### src/ddr2_term_regs.svh
// Register offsets, field positions, reset values and limits of the DDR2 command block
`ifndef DDR2_TERM_REGS_SVH
`define DDR2_TERM_REGS_SVH

`define CFG_OFS       12'h000
`define EXT_OFS       12'h004
`define STAT_OFS      12'h008
`define ROW_OFS       12'h00C

`define CFG_RST       14'h0032
`define EXT_RST       14'h0000

`define BLEN_MSB      2
`define BLEN_LSB      0
`define BTYPE_BIT     3
`define CAL_MSB       6
`define CAL_LSB       4
`define PD_MSB        5
`define PD_LSB        3
`define RTT_HI_BIT    6
`define RTT_LO_BIT    2

`define BLEN8_CODE    3'h3
`define PD_MAX        3'h4
`define CAL_MIN       3'h2
`define PIPE_DEPTH    12
`define COL_W         10
`define ROW_W         14

`endif

### src/ddr2_term_pkg.sv
// Types shared by the DDR2 command, burst and termination block
package ddr2_term_pkg;

  typedef struct packed {
    logic        valid;
    logic        write;
    logic [2:0]  bank;
    logic [9:0]  col;
  } col_cmd_t;

  typedef struct packed {
    logic        valid;
    logic [2:0]  bank;
    logic [13:0] row;
  } act_cmd_t;

  typedef struct packed {
    logic        valid;
    logic        write;
    logic [2:0]  bank;
    logic [9:0]  col_first;
    logic [9:0]  col_second;
  } beat_pair_t;

  typedef enum logic [1:0] {
    BURST_IDLE = 2'b01,
    BURST_RUN  = 2'b10
  } burst_state_t;

endpackage

### src/ddr2_bank_burst_termination.sv
// DDR2 command decode, posted column timing, burst ordering and termination switching
//
// The implementer's own choices: the placing of the registers and the APB interface to the registers.
`timescale 1ns/10ps
`include "ddr2_term_regs.svh"

module ddr2_bank_burst_termination (
  input  wire logic                      clk_i,
  input  wire logic                      nrst_i,
  input  wire logic                      psel_i,
  input  wire logic                      penable_i,
  input  wire logic                      pwrite_i,
  input  wire logic [11:0]               paddr_i,
  input  wire logic [31:0]               pwdata_i,
  input  wire logic [3:0]                pstrb_i,
  output logic      [31:0]               prdata_o,
  output logic                           pready_o,
  output logic                           pslverr_o,
  input  wire logic                      ck_i,
  input  wire logic                      cs_n_i,
  input  wire logic                      ras_n_i,
  input  wire logic                      cas_n_i,
  input  wire logic                      we_n_i,
  input  wire logic [2:0]                bank_select_i,
  input  wire logic [13:0]               addr_i,
  input  wire logic                      termination_control_i,
  input  wire logic                      self_refresh_i,
  output logic      [2:0]                term_switch_o,
  output ddr2_term_pkg::act_cmd_t        act_o,
  output ddr2_term_pkg::col_cmd_t        col_issue_o,
  output ddr2_term_pkg::beat_pair_t      beat_o
);

  // Pin synchroniser: ck, control pins, bank, address, termination control
  localparam int PIN_W = 23;
  logic [PIN_W-1:0] sync1_q;
  logic [PIN_W-1:0] sync2_q;
  logic             ck_prev_q;

  always_ff @(posedge clk_i or negedge nrst_i) begin
    if (!nrst_i) begin
      sync1_q   <= '1;
      sync2_q   <= '1;
      ck_prev_q <= 1'b1;
    end else begin
      sync1_q   <= {ck_i, cs_n_i, ras_n_i, cas_n_i, we_n_i, bank_select_i, addr_i,
                    termination_control_i};
      sync2_q   <= sync1_q;
      ck_prev_q <= sync2_q[PIN_W-1];
    end
  end

  logic        s_ck;
  logic        s_cs_n;
  logic        s_ras_n;
  logic        s_cas_n;
  logic        s_we_n;
  logic [2:0]  s_bank;
  logic [13:0] s_addr;
  logic        s_term;
  assign {s_ck, s_cs_n, s_ras_n, s_cas_n, s_we_n, s_bank, s_addr, s_term} = sync2_q;

  // Register file and APB slave state
  logic [13:0] cfg_q;
  logic [13:0] cfg_d;
  logic [13:0] ext_q;
  logic [13:0] ext_d;
  logic [31:0] prdata_q;
  logic [31:0] prdata_d;
  logic        pready_q;
  logic        pready_d;
  logic        pslverr_q;
  logic        pslverr_d;

  // Command and burst state
  ddr2_term_pkg::col_cmd_t     pipe_q [`PIPE_DEPTH];
  ddr2_term_pkg::col_cmd_t     pipe_d [`PIPE_DEPTH];
  ddr2_term_pkg::col_cmd_t     bcmd_q;
  ddr2_term_pkg::col_cmd_t     bcmd_d;
  ddr2_term_pkg::act_cmd_t     act_q;
  ddr2_term_pkg::act_cmd_t     act_d;
  ddr2_term_pkg::col_cmd_t     issue_q;
  ddr2_term_pkg::col_cmd_t     issue_d;
  ddr2_term_pkg::beat_pair_t   beat_q;
  ddr2_term_pkg::beat_pair_t   beat_d;
  ddr2_term_pkg::burst_state_t bstate_q;
  ddr2_term_pkg::burst_state_t bstate_d;
  logic [2:0]                  bidx_q;
  logic [2:0]                  bidx_d;
  logic                        bl8_q;
  logic                        bl8_d;
  logic                        ilv_q;
  logic                        ilv_d;
  logic [2:0]                  term_q;
  logic [2:0]                  term_d;
  logic [2:0]                  last_bank_q;
  logic [2:0]                  last_bank_d;
  logic [13:0]                 last_row_q;
  logic [13:0]                 last_row_d;

  // Column address of one beat inside its aligned segment
  function automatic logic [9:0] beat_col(input logic [9:0] c, input logic [2:0] i,
                                           input logic bl8, input logic ilv);
    logic [2:0] lo;
    lo = 3'h0;
    if (ilv) begin
      lo = c[2:0] ^ i;
    end else begin
      lo[1:0] = c[1:0] + i[1:0];
      lo[2]   = c[2] ^ i[2];
    end
    if (!bl8) begin
      lo[2] = c[2];
    end
    beat_col = {c[9:3], lo};
  endfunction

  // Programmed fields
  logic        ck_rise;
  logic [2:0]  pdelay;
  logic [2:0]  cal;
  logic [3:0]  rdelay;
  logic [3:0]  pd_idx;
  logic [3:0]  rd_idx;
  logic [3:0]  wr_idx;
  logic        cfg_bl8;
  logic [1:0]  rtt_sel;

  assign ck_rise = s_ck & ~ck_prev_q;
  assign pdelay  = (ext_q[`PD_MSB:`PD_LSB] > `PD_MAX) ? `PD_MAX
                   : ext_q[`PD_MSB:`PD_LSB];
  assign cal     = (cfg_q[`CAL_MSB:`CAL_LSB] < `CAL_MIN) ? `CAL_MIN
                   : cfg_q[`CAL_MSB:`CAL_LSB];
  assign rdelay  = {1'b0, pdelay} + {1'b0, cal};
  assign pd_idx  = {1'b0, pdelay} - 4'h1;
  assign rd_idx  = rdelay - 4'h1;
  assign wr_idx  = rdelay - 4'h2;
  assign cfg_bl8 = (cfg_q[`BLEN_MSB:`BLEN_LSB] == `BLEN8_CODE);
  assign rtt_sel = {ext_q[`RTT_HI_BIT], ext_q[`RTT_LO_BIT]};

  always_comb begin
    ddr2_term_pkg::col_cmd_t new_cmd;
    ddr2_term_pkg::col_cmd_t start;
    logic                    is_act;
    logic                    last;
    new_cmd     = '0;
    start       = '0;
    is_act      = 1'b0;
    last        = 1'b0;
    pipe_d      = pipe_q;
    bcmd_d      = bcmd_q;
    act_d       = '0;
    issue_d     = '0;
    beat_d      = beat_q;
    bstate_d    = bstate_q;
    bidx_d      = bidx_q;
    bl8_d       = bl8_q;
    ilv_d       = ilv_q;
    last_bank_d = last_bank_q;
    last_row_d  = last_row_q;
    term_d      = 3'h0;
    // Only activate and column commands are decoded; any other code, burst stop
    // included, has no effect on a running burst.
    if (ck_rise && !s_cs_n) begin
      is_act            = !s_ras_n && s_cas_n && s_we_n;
      new_cmd.valid     = s_ras_n && !s_cas_n;
      new_cmd.write     = !s_we_n;
      new_cmd.bank      = s_bank;
      new_cmd.col       = s_addr[`COL_W-1:0];
    end
    if (is_act) begin
      act_d.valid = 1'b1;
      act_d.bank  = s_bank;
      act_d.row   = s_addr;
      last_bank_d = s_bank;
      last_row_d  = s_addr;
    end
    if (ck_rise) begin
      // Posted command leaves the delay line after the programmed clocks, capped at PD_MAX
      issue_d = (pdelay == 3'h0) ? new_cmd : pipe_q[pd_idx];
      pipe_d[0] = new_cmd;
      for (int k = 1; k < `PIPE_DEPTH; k++) begin
        pipe_d[k] = pipe_q[k-1];
      end
      if (pipe_q[rd_idx].valid && !pipe_q[rd_idx].write) begin
        start = pipe_q[rd_idx];
      end else if (pipe_q[wr_idx].valid && pipe_q[wr_idx].write) begin
        start = pipe_q[wr_idx];
      end
      beat_d = '0;
      if (start.valid) begin
        // A new burst takes over on the rise it starts, cutting short any running burst: no gap
        bcmd_d            = start;
        bl8_d             = cfg_bl8;
        ilv_d             = cfg_q[`BTYPE_BIT];
        beat_d.valid      = 1'b1;
        beat_d.write      = start.write;
        beat_d.bank       = start.bank;
        beat_d.col_first  = beat_col(start.col, 3'h0, cfg_bl8, cfg_q[`BTYPE_BIT]);
        beat_d.col_second = beat_col(start.col, 3'h1, cfg_bl8, cfg_q[`BTYPE_BIT]);
        bidx_d            = 3'h2;
        bstate_d          = ddr2_term_pkg::BURST_RUN;
      end else begin
        case (bstate_q)
          ddr2_term_pkg::BURST_RUN: begin
            last              = bl8_q ? (bidx_q == 3'h6) : (bidx_q == 3'h2);
            beat_d.valid      = 1'b1;
            beat_d.write      = bcmd_q.write;
            beat_d.bank       = bcmd_q.bank;
            beat_d.col_first  = beat_col(bcmd_q.col, bidx_q, bl8_q, ilv_q);
            beat_d.col_second = beat_col(bcmd_q.col, bidx_q + 3'h1, bl8_q, ilv_q);
            bidx_d            = bidx_q + 3'h2;
            if (last) begin
              bstate_d = ddr2_term_pkg::BURST_IDLE;
            end
          end
          default: begin
            bstate_d = ddr2_term_pkg::BURST_IDLE;
          end
        endcase
      end
    end
    // Termination switch set: enabled by control input, value picks the leg
    if (s_term && !self_refresh_i) begin
      case (rtt_sel)
        2'b01:   term_d = 3'b001;
        2'b10:   term_d = 3'b010;
        2'b11:   term_d = 3'b100;
        default: term_d = 3'b000;
      endcase
    end
  end

  // APB slave: data prepared in setup, answered in the first access cycle
  always_comb begin
    logic setup;
    logic wr_now;
    setup     = psel_i && !penable_i;
    wr_now    = psel_i && penable_i && pready_q && pwrite_i && !pslverr_q;
    cfg_d     = cfg_q;
    ext_d     = ext_q;
    pready_d  = setup;
    prdata_d  = 32'h0000_0000;
    pslverr_d = 1'b0;
    if (setup) begin
      if (paddr_i == `CFG_OFS) begin
        prdata_d = {18'h0, cfg_q};
      end else if (paddr_i == `EXT_OFS) begin
        prdata_d = {18'h0, ext_q};
      end else if (paddr_i == `STAT_OFS) begin
        prdata_d = {25'h0, (bstate_q == ddr2_term_pkg::BURST_RUN) | beat_q.valid,
                    term_q, last_bank_q};
      end else if (paddr_i == `ROW_OFS) begin
        prdata_d = {18'h0, last_row_q};
      end else begin
        pslverr_d = 1'b1;
      end
      if (!pwrite_i) begin
        prdata_d = pslverr_d ? 32'h0000_0000 : prdata_d;
      end else begin
        prdata_d = 32'h0000_0000;
      end
    end
    if (wr_now && paddr_i == `CFG_OFS) begin
      if (pstrb_i[0]) cfg_d[7:0]  = pwdata_i[7:0];
      if (pstrb_i[1]) cfg_d[13:8] = pwdata_i[13:8];
    end else if (wr_now && paddr_i == `EXT_OFS) begin
      if (pstrb_i[0]) ext_d[7:0]  = pwdata_i[7:0];
      if (pstrb_i[1]) ext_d[13:8] = pwdata_i[13:8];
    end
  end

  always_ff @(posedge clk_i or negedge nrst_i) begin
    if (!nrst_i) begin
      cfg_q       <= `CFG_RST;
      ext_q       <= `EXT_RST;
      prdata_q    <= 32'h0000_0000;
      pready_q    <= 1'b0;
      pslverr_q   <= 1'b0;
      for (int k = 0; k < `PIPE_DEPTH; k++) begin
        pipe_q[k] <= '0;
      end
      bcmd_q      <= '0;
      act_q       <= '0;
      issue_q     <= '0;
      beat_q      <= '0;
      bstate_q    <= ddr2_term_pkg::BURST_IDLE;
      bidx_q      <= 3'h0;
      bl8_q       <= 1'b0;
      ilv_q       <= 1'b0;
      term_q      <= 3'h0;
      last_bank_q <= 3'h0;
      last_row_q  <= 14'h0000;
    end else begin
      cfg_q       <= cfg_d;
      ext_q       <= ext_d;
      prdata_q    <= prdata_d;
      pready_q    <= pready_d;
      pslverr_q   <= pslverr_d;
      pipe_q      <= pipe_d;
      bcmd_q      <= bcmd_d;
      act_q       <= act_d;
      issue_q     <= issue_d;
      beat_q      <= beat_d;
      bstate_q    <= bstate_d;
      bidx_q      <= bidx_d;
      bl8_q       <= bl8_d;
      ilv_q       <= ilv_d;
      term_q      <= term_d;
      last_bank_q <= last_bank_d;
      last_row_q  <= last_row_d;
    end
  end

  assign prdata_o      = prdata_q;
  assign pready_o      = pready_q;
  assign pslverr_o     = pslverr_q;
  assign term_switch_o = term_q;
  assign act_o         = act_q;
  assign col_issue_o   = issue_q;
  assign beat_o        = beat_q;

endmodule

### config.mk
export PLATFORM = sky130hd
export DESIGN_NAME = ddr2_bank_burst_termination
export DESIGN_NICKNAME = d
export VERILOG_FILES = /design/src/ddr2_term_pkg.sv /design/src/ddr2_bank_burst_termination.sv
export VERILOG_INCLUDE_DIRS = /design/src
export SDC_FILE = /design/constraint.sdc
export NUM_CORES = 1
export LEC_CHECK = 0
export BUFFER_PORTS_ARGS = -buffer_cell sky130_fd_sc_hd__buf_2
export CAP_MARGIN = 20
export CORE_ASPECT_RATIO = 0.8
export CORE_MARGIN = 2
export CORE_UTILIZATION = 23
export CTS_CLUSTER_DIAMETER = 50
export CTS_CLUSTER_SIZE = 16
export DETAILED_ROUTE_END_ITERATION = 16
export GPL_TIMING_DRIVEN = 1
export PLACE_DENSITY_LB_ADDON = 0.15
export SLEW_MARGIN = 20
export SYNTH_ARGS = -nofsm -noshare
export SYNTH_HDL_FRONTEND = slang
export SYNTH_SLANG_ARGS = --single-unit
### constraint.sdc
create_clock -name clk_i -period 6.1 [get_ports clk_i]
set_input_delay 0.915 -clock clk_i [delete_from_list [all_inputs] [get_ports clk_i]]
set_output_delay 0.915 -clock clk_i [all_outputs]
set_load 0.01 [all_outputs]
==> impl_metrics.csv, run 1 <==
group,metric,value,unit
final_layout,nNetsFinal,1844,
timing,max_slew.worst_pin.slew,1170,ps
placed_design,hpwl,38000,um
final_layout,layout.cells.non_filler,2829,
detailed_routing,via_count,13097,
setup_path,critPathCaptureType,"flop",
synth,synth_largest_area_cell,"dfrtp_1",
clock_network,clk_pin_slew,60,ps
outcome,status,"completed",
timing,min_period,4840,ps
placed_design,place_inst,2749,
global_route,met1_usage,21.4,%
floorplan,io-pin-count,172,
detailed_routing,drtIter0Drc,1031,
placed_design,gp_congestion,0.774,
timing,clock.fmax,0.207,GHz
synth,synth_cell_type_count,66,
global_route,grt-ovfl-total,0,
power,p_switching,0.00188,W
detailed_routing,viasPerCell,4.63,
floorplan,die-height,255,um
power,power_density,308,mW/mm^2
synth,synth_cells,1668,
synth,yosys_register_bits,362,
power,power_leakage,9.73,nW
power,combPwrFrac,12.7,%
global_route,grt_antenna_before_repair,4,
global_route,grt_pass1_wl,87100,um
global_route,grt_max_degree,191,
flow_run,drv_cap,0,
timing,setup_viol_count_final,0,
timing,max_slew_margin,21.3,%
synth,synthTopCellsByCount,"nand2_1, dfrtp_1, mux4_2, clkbuf_1, nor2_1",
detailed_routing,drcViolationCount,0,
synth,synth_edf_count,0,
synth,synth_compound_area_share,6.73,%
final_layout,n_fill_cell,8203,
timing,period_share,79.4,%
clock_network,cts-hold-fix-buffers,0,
timing,holdWs,303,ps
global_route,grt.busiest_layer,"met1",
setup_path,cp.arrival,5290,ps
synth,yosys_warnings,0,
placed_design,io_buffers,133,
clock_network,clk_path_buf_depth,3,
synth,synthMuxAreaShare,21.5,%
synth,synth-seq-area-share,50.3,%
synth,ys.flop_type,"dfrtp_1",
synth,yosysTopAreaCellShare,42.9,%
synth,synth_xor_area_share,0.682,%
global_route,grt_usage,14.2,%
clock_network,tritoncts,"yes",
setup_path,slowest_stage,"a2111oi_0",
timing,skew,23.8,ps
setup_path,crit_chain,"nand2b_2 -> inv_1 -> ha_4 -> inv_1 -> fa_2 -> ha_2 -> or3b_2 -> a2111oi_0 -> a221o_1 -> o21ai_1 -> o31a_1 -> or3b_1 -> a31o_1",
clock_network,insertion_delay,580,ps
synth,synth.most_common_cell,"nand2_1",
worst_hold_path,hold_path.class,"input port to asynchronous set/reset pin",
global_route,grtUsageMet2,20.7,%
timing,grt_setup_unrepaired,"false",
floorplan,design.core.area,0.0785,mm^2
clock_network,cts_resized,0,
synth,synth_fa_ha_area_share,0.579,%
setup_path,critPathTopFamily,"compound AO/OA/AOI/OAI gates",
synth,synth_area_leaders,"dfrtp_1, mux4_2, nand2_1",
synth,syn-cell-area,0.0182,mm^2
setup_path,critPathKind,"flop to flop",
detailed_routing,drt_wl_total,58100,um
clock_network,root_buffer,"clkbuf_16",
clock_network,htree_levels,2,
synth,synth_top_family_by_area,"multiplexers",
power,power_frac_clock,40.6,%
power,switching_share,28.6,%
detailed_routing,dr.pass1.iters,5,
power,pwr-share-seq,46.6,%
timing,drv_slew,0,
power,internal-power,0.00470,W
final_layout,drive_above_1_share,27.8,%
setup_path,max_stage_delay,630,ps
timing,final_hold_viol_count,0,
final_layout,syn2layout_area_growth,17.9,%
setup_path,path_buf_inv,2,
detailed_routing,ant_nets,0,
floorplan,die_width,318,um
clock_network,cts_made_buffers,43,
synth,synth-simple-area-share,16.4,%
setup_path,crit_top_cell,"inv_1",
timing,finalSetupTns,0,ps
clock_network,cts_setup_buffers,0,
synth,syn_area_per_cell,10.9,um^2
synth,synthArstFlopShare,100,%
setup_path,worstSetupStartpointType,"flop",
floorplan,start_util,23.1,%
clock_network,cts.sinks,362,
global_route,first_global_vias,12972,
setup_path,cp_max_fo,11,
floorplan,die_area,0.0812,mm^2
setup_path,required,6550,ps
floorplan,rows,92,
power,ir_worst_vdd,0.144,mV
global_route,gr-usage-met3,2.60,%
detailed_routing,wl_per_cell,20.5,um
-- path summary, 6_finish.rpt --
check                            startpoint     endpoint  slack [ps]  cells after the start
worst max-delay path               ext_q[5]    beat_o[1]        1260                     13
worst min-delay path                 nrst_i  pipe_q[113]         300                      1
worst max register to register     ext_q[5]    beat_o[1]        1260                     13
worst min register to register  sync1_q[10]  sync2_q[10]         350                      0
max in group asynchronous            nrst_i     ext_q[0]        4440                      2
min in group clk_i              sync1_q[10]  sync2_q[10]         350                      0
-- power by group through the flow --
| stage | Combinational (W) | Sequential (W) | Clock, W |
|---|---|---|---|
| 2_1_floorplan | 0.000622 | 0.00298 | 0 |
| 5_1_grt | 0.000941 | 0.00312 | 0.00286 |
| 4_1_cts | 0.000849 | 0.00307 | 0.00278 |
| 3_3_place_gp | 0.000834 | 0.00309 | 0 |
| 6_report | 0.000838 | 0.00307 | 0.00267 |
| 3_5_place_dp | 0.000844 | 0.00311 | 0 |
-- placed cells by master, fill, tap and decap left out, types with 26 or more instances in the layout --
| master | netlist | routed |
|---|---|---|
| mux2i_1 | 47 | 47 |
| nor2_1 | 63 | 61 |
| nand2_1 | 546 | 546 |
| nand3_1 | 26 | 26 |
| mux4_2 | 120 | 120 |
| dfrtp_1 | 311 | 311 |
| a21oi_1 | 29 | 29 |
| buf_4 | 28 | 34 |
| buf_2 | 17 | 132 |
| mux2_2 | 62 | 62 |
| clkbuf_16 | 0 | 45 |
| dfstp_2 | 51 | 51 |
| o21ai_0 | 48 | 48 |
-- layout make-up --
| cell class | count | area, um^2 | share of cell area, % |
|---|---|---|---|
| Clock inverter | 21 | 241 | 1.13 |
| Antenna cell | 2 | 5.00 | 0.0234 |
| Inverter | 10 | 37.5 | 0.175 |
| Timing Repair Buffer | 170 | 991 | 4.63 |
| Multi-Input combinational cell | 1173 | 8490 | 39.7 |
| Tap cell | 1034 | 1290 | 6.05 |
| Clock buffer | 57 | 1210 | 5.66 |
| Sequential cell | 362 | 9120 | 42.6 |
-- registers in the layout, summed over array words and instances (netlist names), 14 cells and up --
| signal | count |
|---|---|
| sync2_q | 23 |
| bcmd_q | 14 |
| act_o | 18 |
| prdata_o | 14 |
| sync1_q | 23 |
| beat_o | 18 |
| ext_q | 14 |
| col_issue_o | 15 |
| last_row_q | 14 |
| pipe_q | 180 |
| cfg_q | 14 |
-- through the flow --
step	setup slack [ps]	utilization, %	total power [W]	instance area (um^2)
after detailed placement	1240	25.4	0.00395	19900
final	1260	27.3	0.00658	21400
after global placement	1280	25.4	0.00393	19900
after global routing	964	27.2	0.00692	21400
after CTS	1220	27.2	0.00669	21400
after floorplan	1010	-	0.00360	18200
-- cell families (layout without fill, tap and decap cells) --
kind of cell / Yosys count / in the layout
adders and majority gates: 8 / 8
and+or+nand+nor: 719 / 719
other: 1 / 20
AOI/OAI and AO/OA: 185 / 185
buffers and inverters: 150 / 258
xor gates and xnor gates: 12 / 12
muxes: 231 / 231
DFF: 362 / 362
-- layer usage --
metal  vias to the layer above  share of wire, %
met4                         0               2.1
met1                      6744                49
li1                       5973                 -
met2                       308                43
met5                         -                 0
met3                        72               4.9
(Power assumes the default switching activity.)
==> inputs of run 2 (changes only) <==
==> constraint.sdc (replaced) <==
create_clock -name clk_i -period 4 [get_ports clk_i]
set_input_delay 0.6 -clock clk_i [delete_from_list [all_inputs] [get_ports clk_i]]
set_output_delay 0.6 -clock clk_i [all_outputs]
set_load 0.01 [all_outputs]
==> impl_metrics.csv, run 2 (synthesis results as in run 1) <==
group,metric,value,unit
outcome,status,"finished, violations left",
outcome,violations,"negative setup slack",
power,p_switching,0.00300,W
global_route,grtUsageMet2,21.4,%
global_route,grt_pass1_wl,88400,um
setup_path,cp.arrival,4540,ps
final_layout,n_fill_cell,8154,
placed_design,gp_congestion,0.798,
detailed_routing,via_count,13443,
final_layout,syn2layout_area_growth,24.3,%
clock_network,root_buffer,"clkbuf_16",
timing,clock.fmax,0.245,GHz
detailed_routing,viasPerCell,4.61,
global_route,first_global_vias,13372,
setup_path,required,4470,ps
clock_network,cts.sinks,362,
timing,max_slew_margin,42.2,%
floorplan,die_width,318,um
power,power_leakage,10.3,nW
worst_hold_path,hold_path.class,"input port to asynchronous set/reset pin",
detailed_routing,drtIter0Drc,1084,
detailed_routing,drcViolationCount,0,
power,p_total,0.0105,W
clock_network,cts-hold-fix-buffers,0,
floorplan,io-pin-count,172,
global_route,grt-ovfl-total,0,
timing,setup_viol_count_final,1,
detailed_routing,drt_wl_total,59200,um
floorplan,design.core.area,0.0785,mm^2
timing,final_hold_viol_count,0,
timing,drv_slew,0,
setup_path,cp_max_fo,8,
detailed_routing,wl_per_cell,20.3,um
final_layout,top_register,"pipe_q",
global_route,grt_antenna_before_repair,2,
global_route,grt.busiest_layer,"met2",
setup_path,critPathCaptureType,"flop",
global_route,gr-usage-met3,3.08,%
timing,grt_setup_unrepaired,"true",
power,power_frac_clock,41.6,%
final_layout,drive_above_1_share,33.5,%
setup_path,critPathKind,"flop to flop",
clock_network,clk_path_buf_depth,3,
final_layout,final_common_cell,"nand2_1",
global_route,grt_max_degree,151,
floorplan,die_area,0.0812,mm^2
placed_design,hpwl,40300,um
placed_design,io_buffers,133,
global_route,grt_usage,14.3,%
detailed_routing,ant_nets,0,
clock_network,insertion_delay,580,ps
timing,postLayoutSetupSlackWorst,-78.9,ps
power,pwr-share-seq,45.2,%
power,switching_share,28.7,%
global_route,met1_usage,21.2,%
placed_design,place_inst,2819,
floorplan,die-height,255,um
final_layout,layout.cells.non_filler,2916,
clock_network,clk_pin_slew,70,ps
final_layout,seqCellArea,0.00912,mm^2
power,combPwrFrac,13.2,%
timing,skew,21.4,ps
floorplan,rows,92,
final_layout,reg_top3,"pipe_q x180, sync1_q x23, sync2_q x23",
power,power_density,463,mW/mm^2
timing,min_period,4080,ps
clock_network,cts_made_buffers,44,
final_layout,nNetsFinal,1930,
clock_network,tritoncts,"yes",
final_layout,final_cell_mix,"nand2_1, dfrtp_1, buf_2",
power,internal-power,0.00745,W
setup_path,worstSetupStartpointType,"flop",
floorplan,start_util,23.1,%
final_layout,multi_input_area,0.00871,mm^2
final_layout,largest_reg_flops,180,
power,ir_worst_vdd,0.261,mV
timing,period_share,102,%
timing,max_slew.worst_pin.slew,867,ps
flow_run,drv_cap,0,
clock_network,htree_levels,2,
detailed_routing,dr.pass1.iters,5,
run 2: metrics by stage:
stage	TNS, ps	hold slack (ps)	setup WS (ps)	instance area, um^2	util, %
final	-78.9	48.6	-78.9	22600	28.8
after global routing	-1570	71.4	-162	22600	28.7
after CTS	0	63.9	3.68	22200	28.3
after detailed placement	-801	347	-115	20600	26.2
after global placement	-417	346	-138	20600	26.2
after floorplan	-17.6	304	-12.9	18300	-
run 2: timing repair:
item                                    in CTS  in global routing
endpoints found under the setup margin      23                 35
cloned                                       0                  3
gates resized for setup                     13                 54
pin swaps                                    1                 10
setup buffers                                1                 11
run 2: layout make-up:
cell class / count / share of cell area (%)
Clock inverter: 29 / 1.69
Inverter: 10 / 0.200
Multi-Input combinational cell: 1173 / 38.6
Antenna cell: 1 / 0.0111
Clock buffer: 52 / 5.28
Timing Repair Buffer: 255 / 8.08
Sequential cell: 362 / 40.4
Tap cell: 1034 / 5.73
run 2: per-layer routing:
metal	vias to the layer above	routed length, um	share of wire [%]
met3	53	3000	5.1
met5	-	0	0
met2	291	26300	44
met4	0	885	1.5
met1	6941	29000	49
li1	6158	-	-
run 2: final timing paths:
path | startpoint | endpoint | slack (ps) | cells after the start
worst min-delay path | nrst_i | pipe_q[50] | 50 | 1
min in group clk_i | addr_i[4] | sync1_q[5] | 110 | 1
worst max register to register | cfg_q[5] | beat_o[1] | -80 | 13
worst max-delay path | cfg_q[5] | beat_o[1] | -80 | 13
worst min register to register | sync1_q[17] | sync2_q[17] | 350 | 0
max in group asynchronous | nrst_i | sync2_q[16] | 2990 | 2
run 2: worst max-delay path, stage by stage (launching register included):
cell and delay [ps]:
dfstp_2 540, o21a_1 160, ha_4 150, inv_2 40, fa_2 480, ha_4 360, buf_8 150, o21ai_2 70
mux4_2 520, a221o_1 430, buf_6 190, o31a_1 300, or3b_1 370, a31o_1 210
run 2: power by group through the flow:
stage | Sequential (W) | Clock (W) | Combinational, W
after floorplan | 0.00455 | 0 | 0.000949
after global placement | 0.00473 | 0 | 0.00131
after detailed placement | 0.00476 | 0 | 0.00133
after CTS | 0.00470 | 0.00449 | 0.00135
after global routing | 0.00480 | 0.00466 | 0.00154
final | 0.00472 | 0.00435 | 0.00138
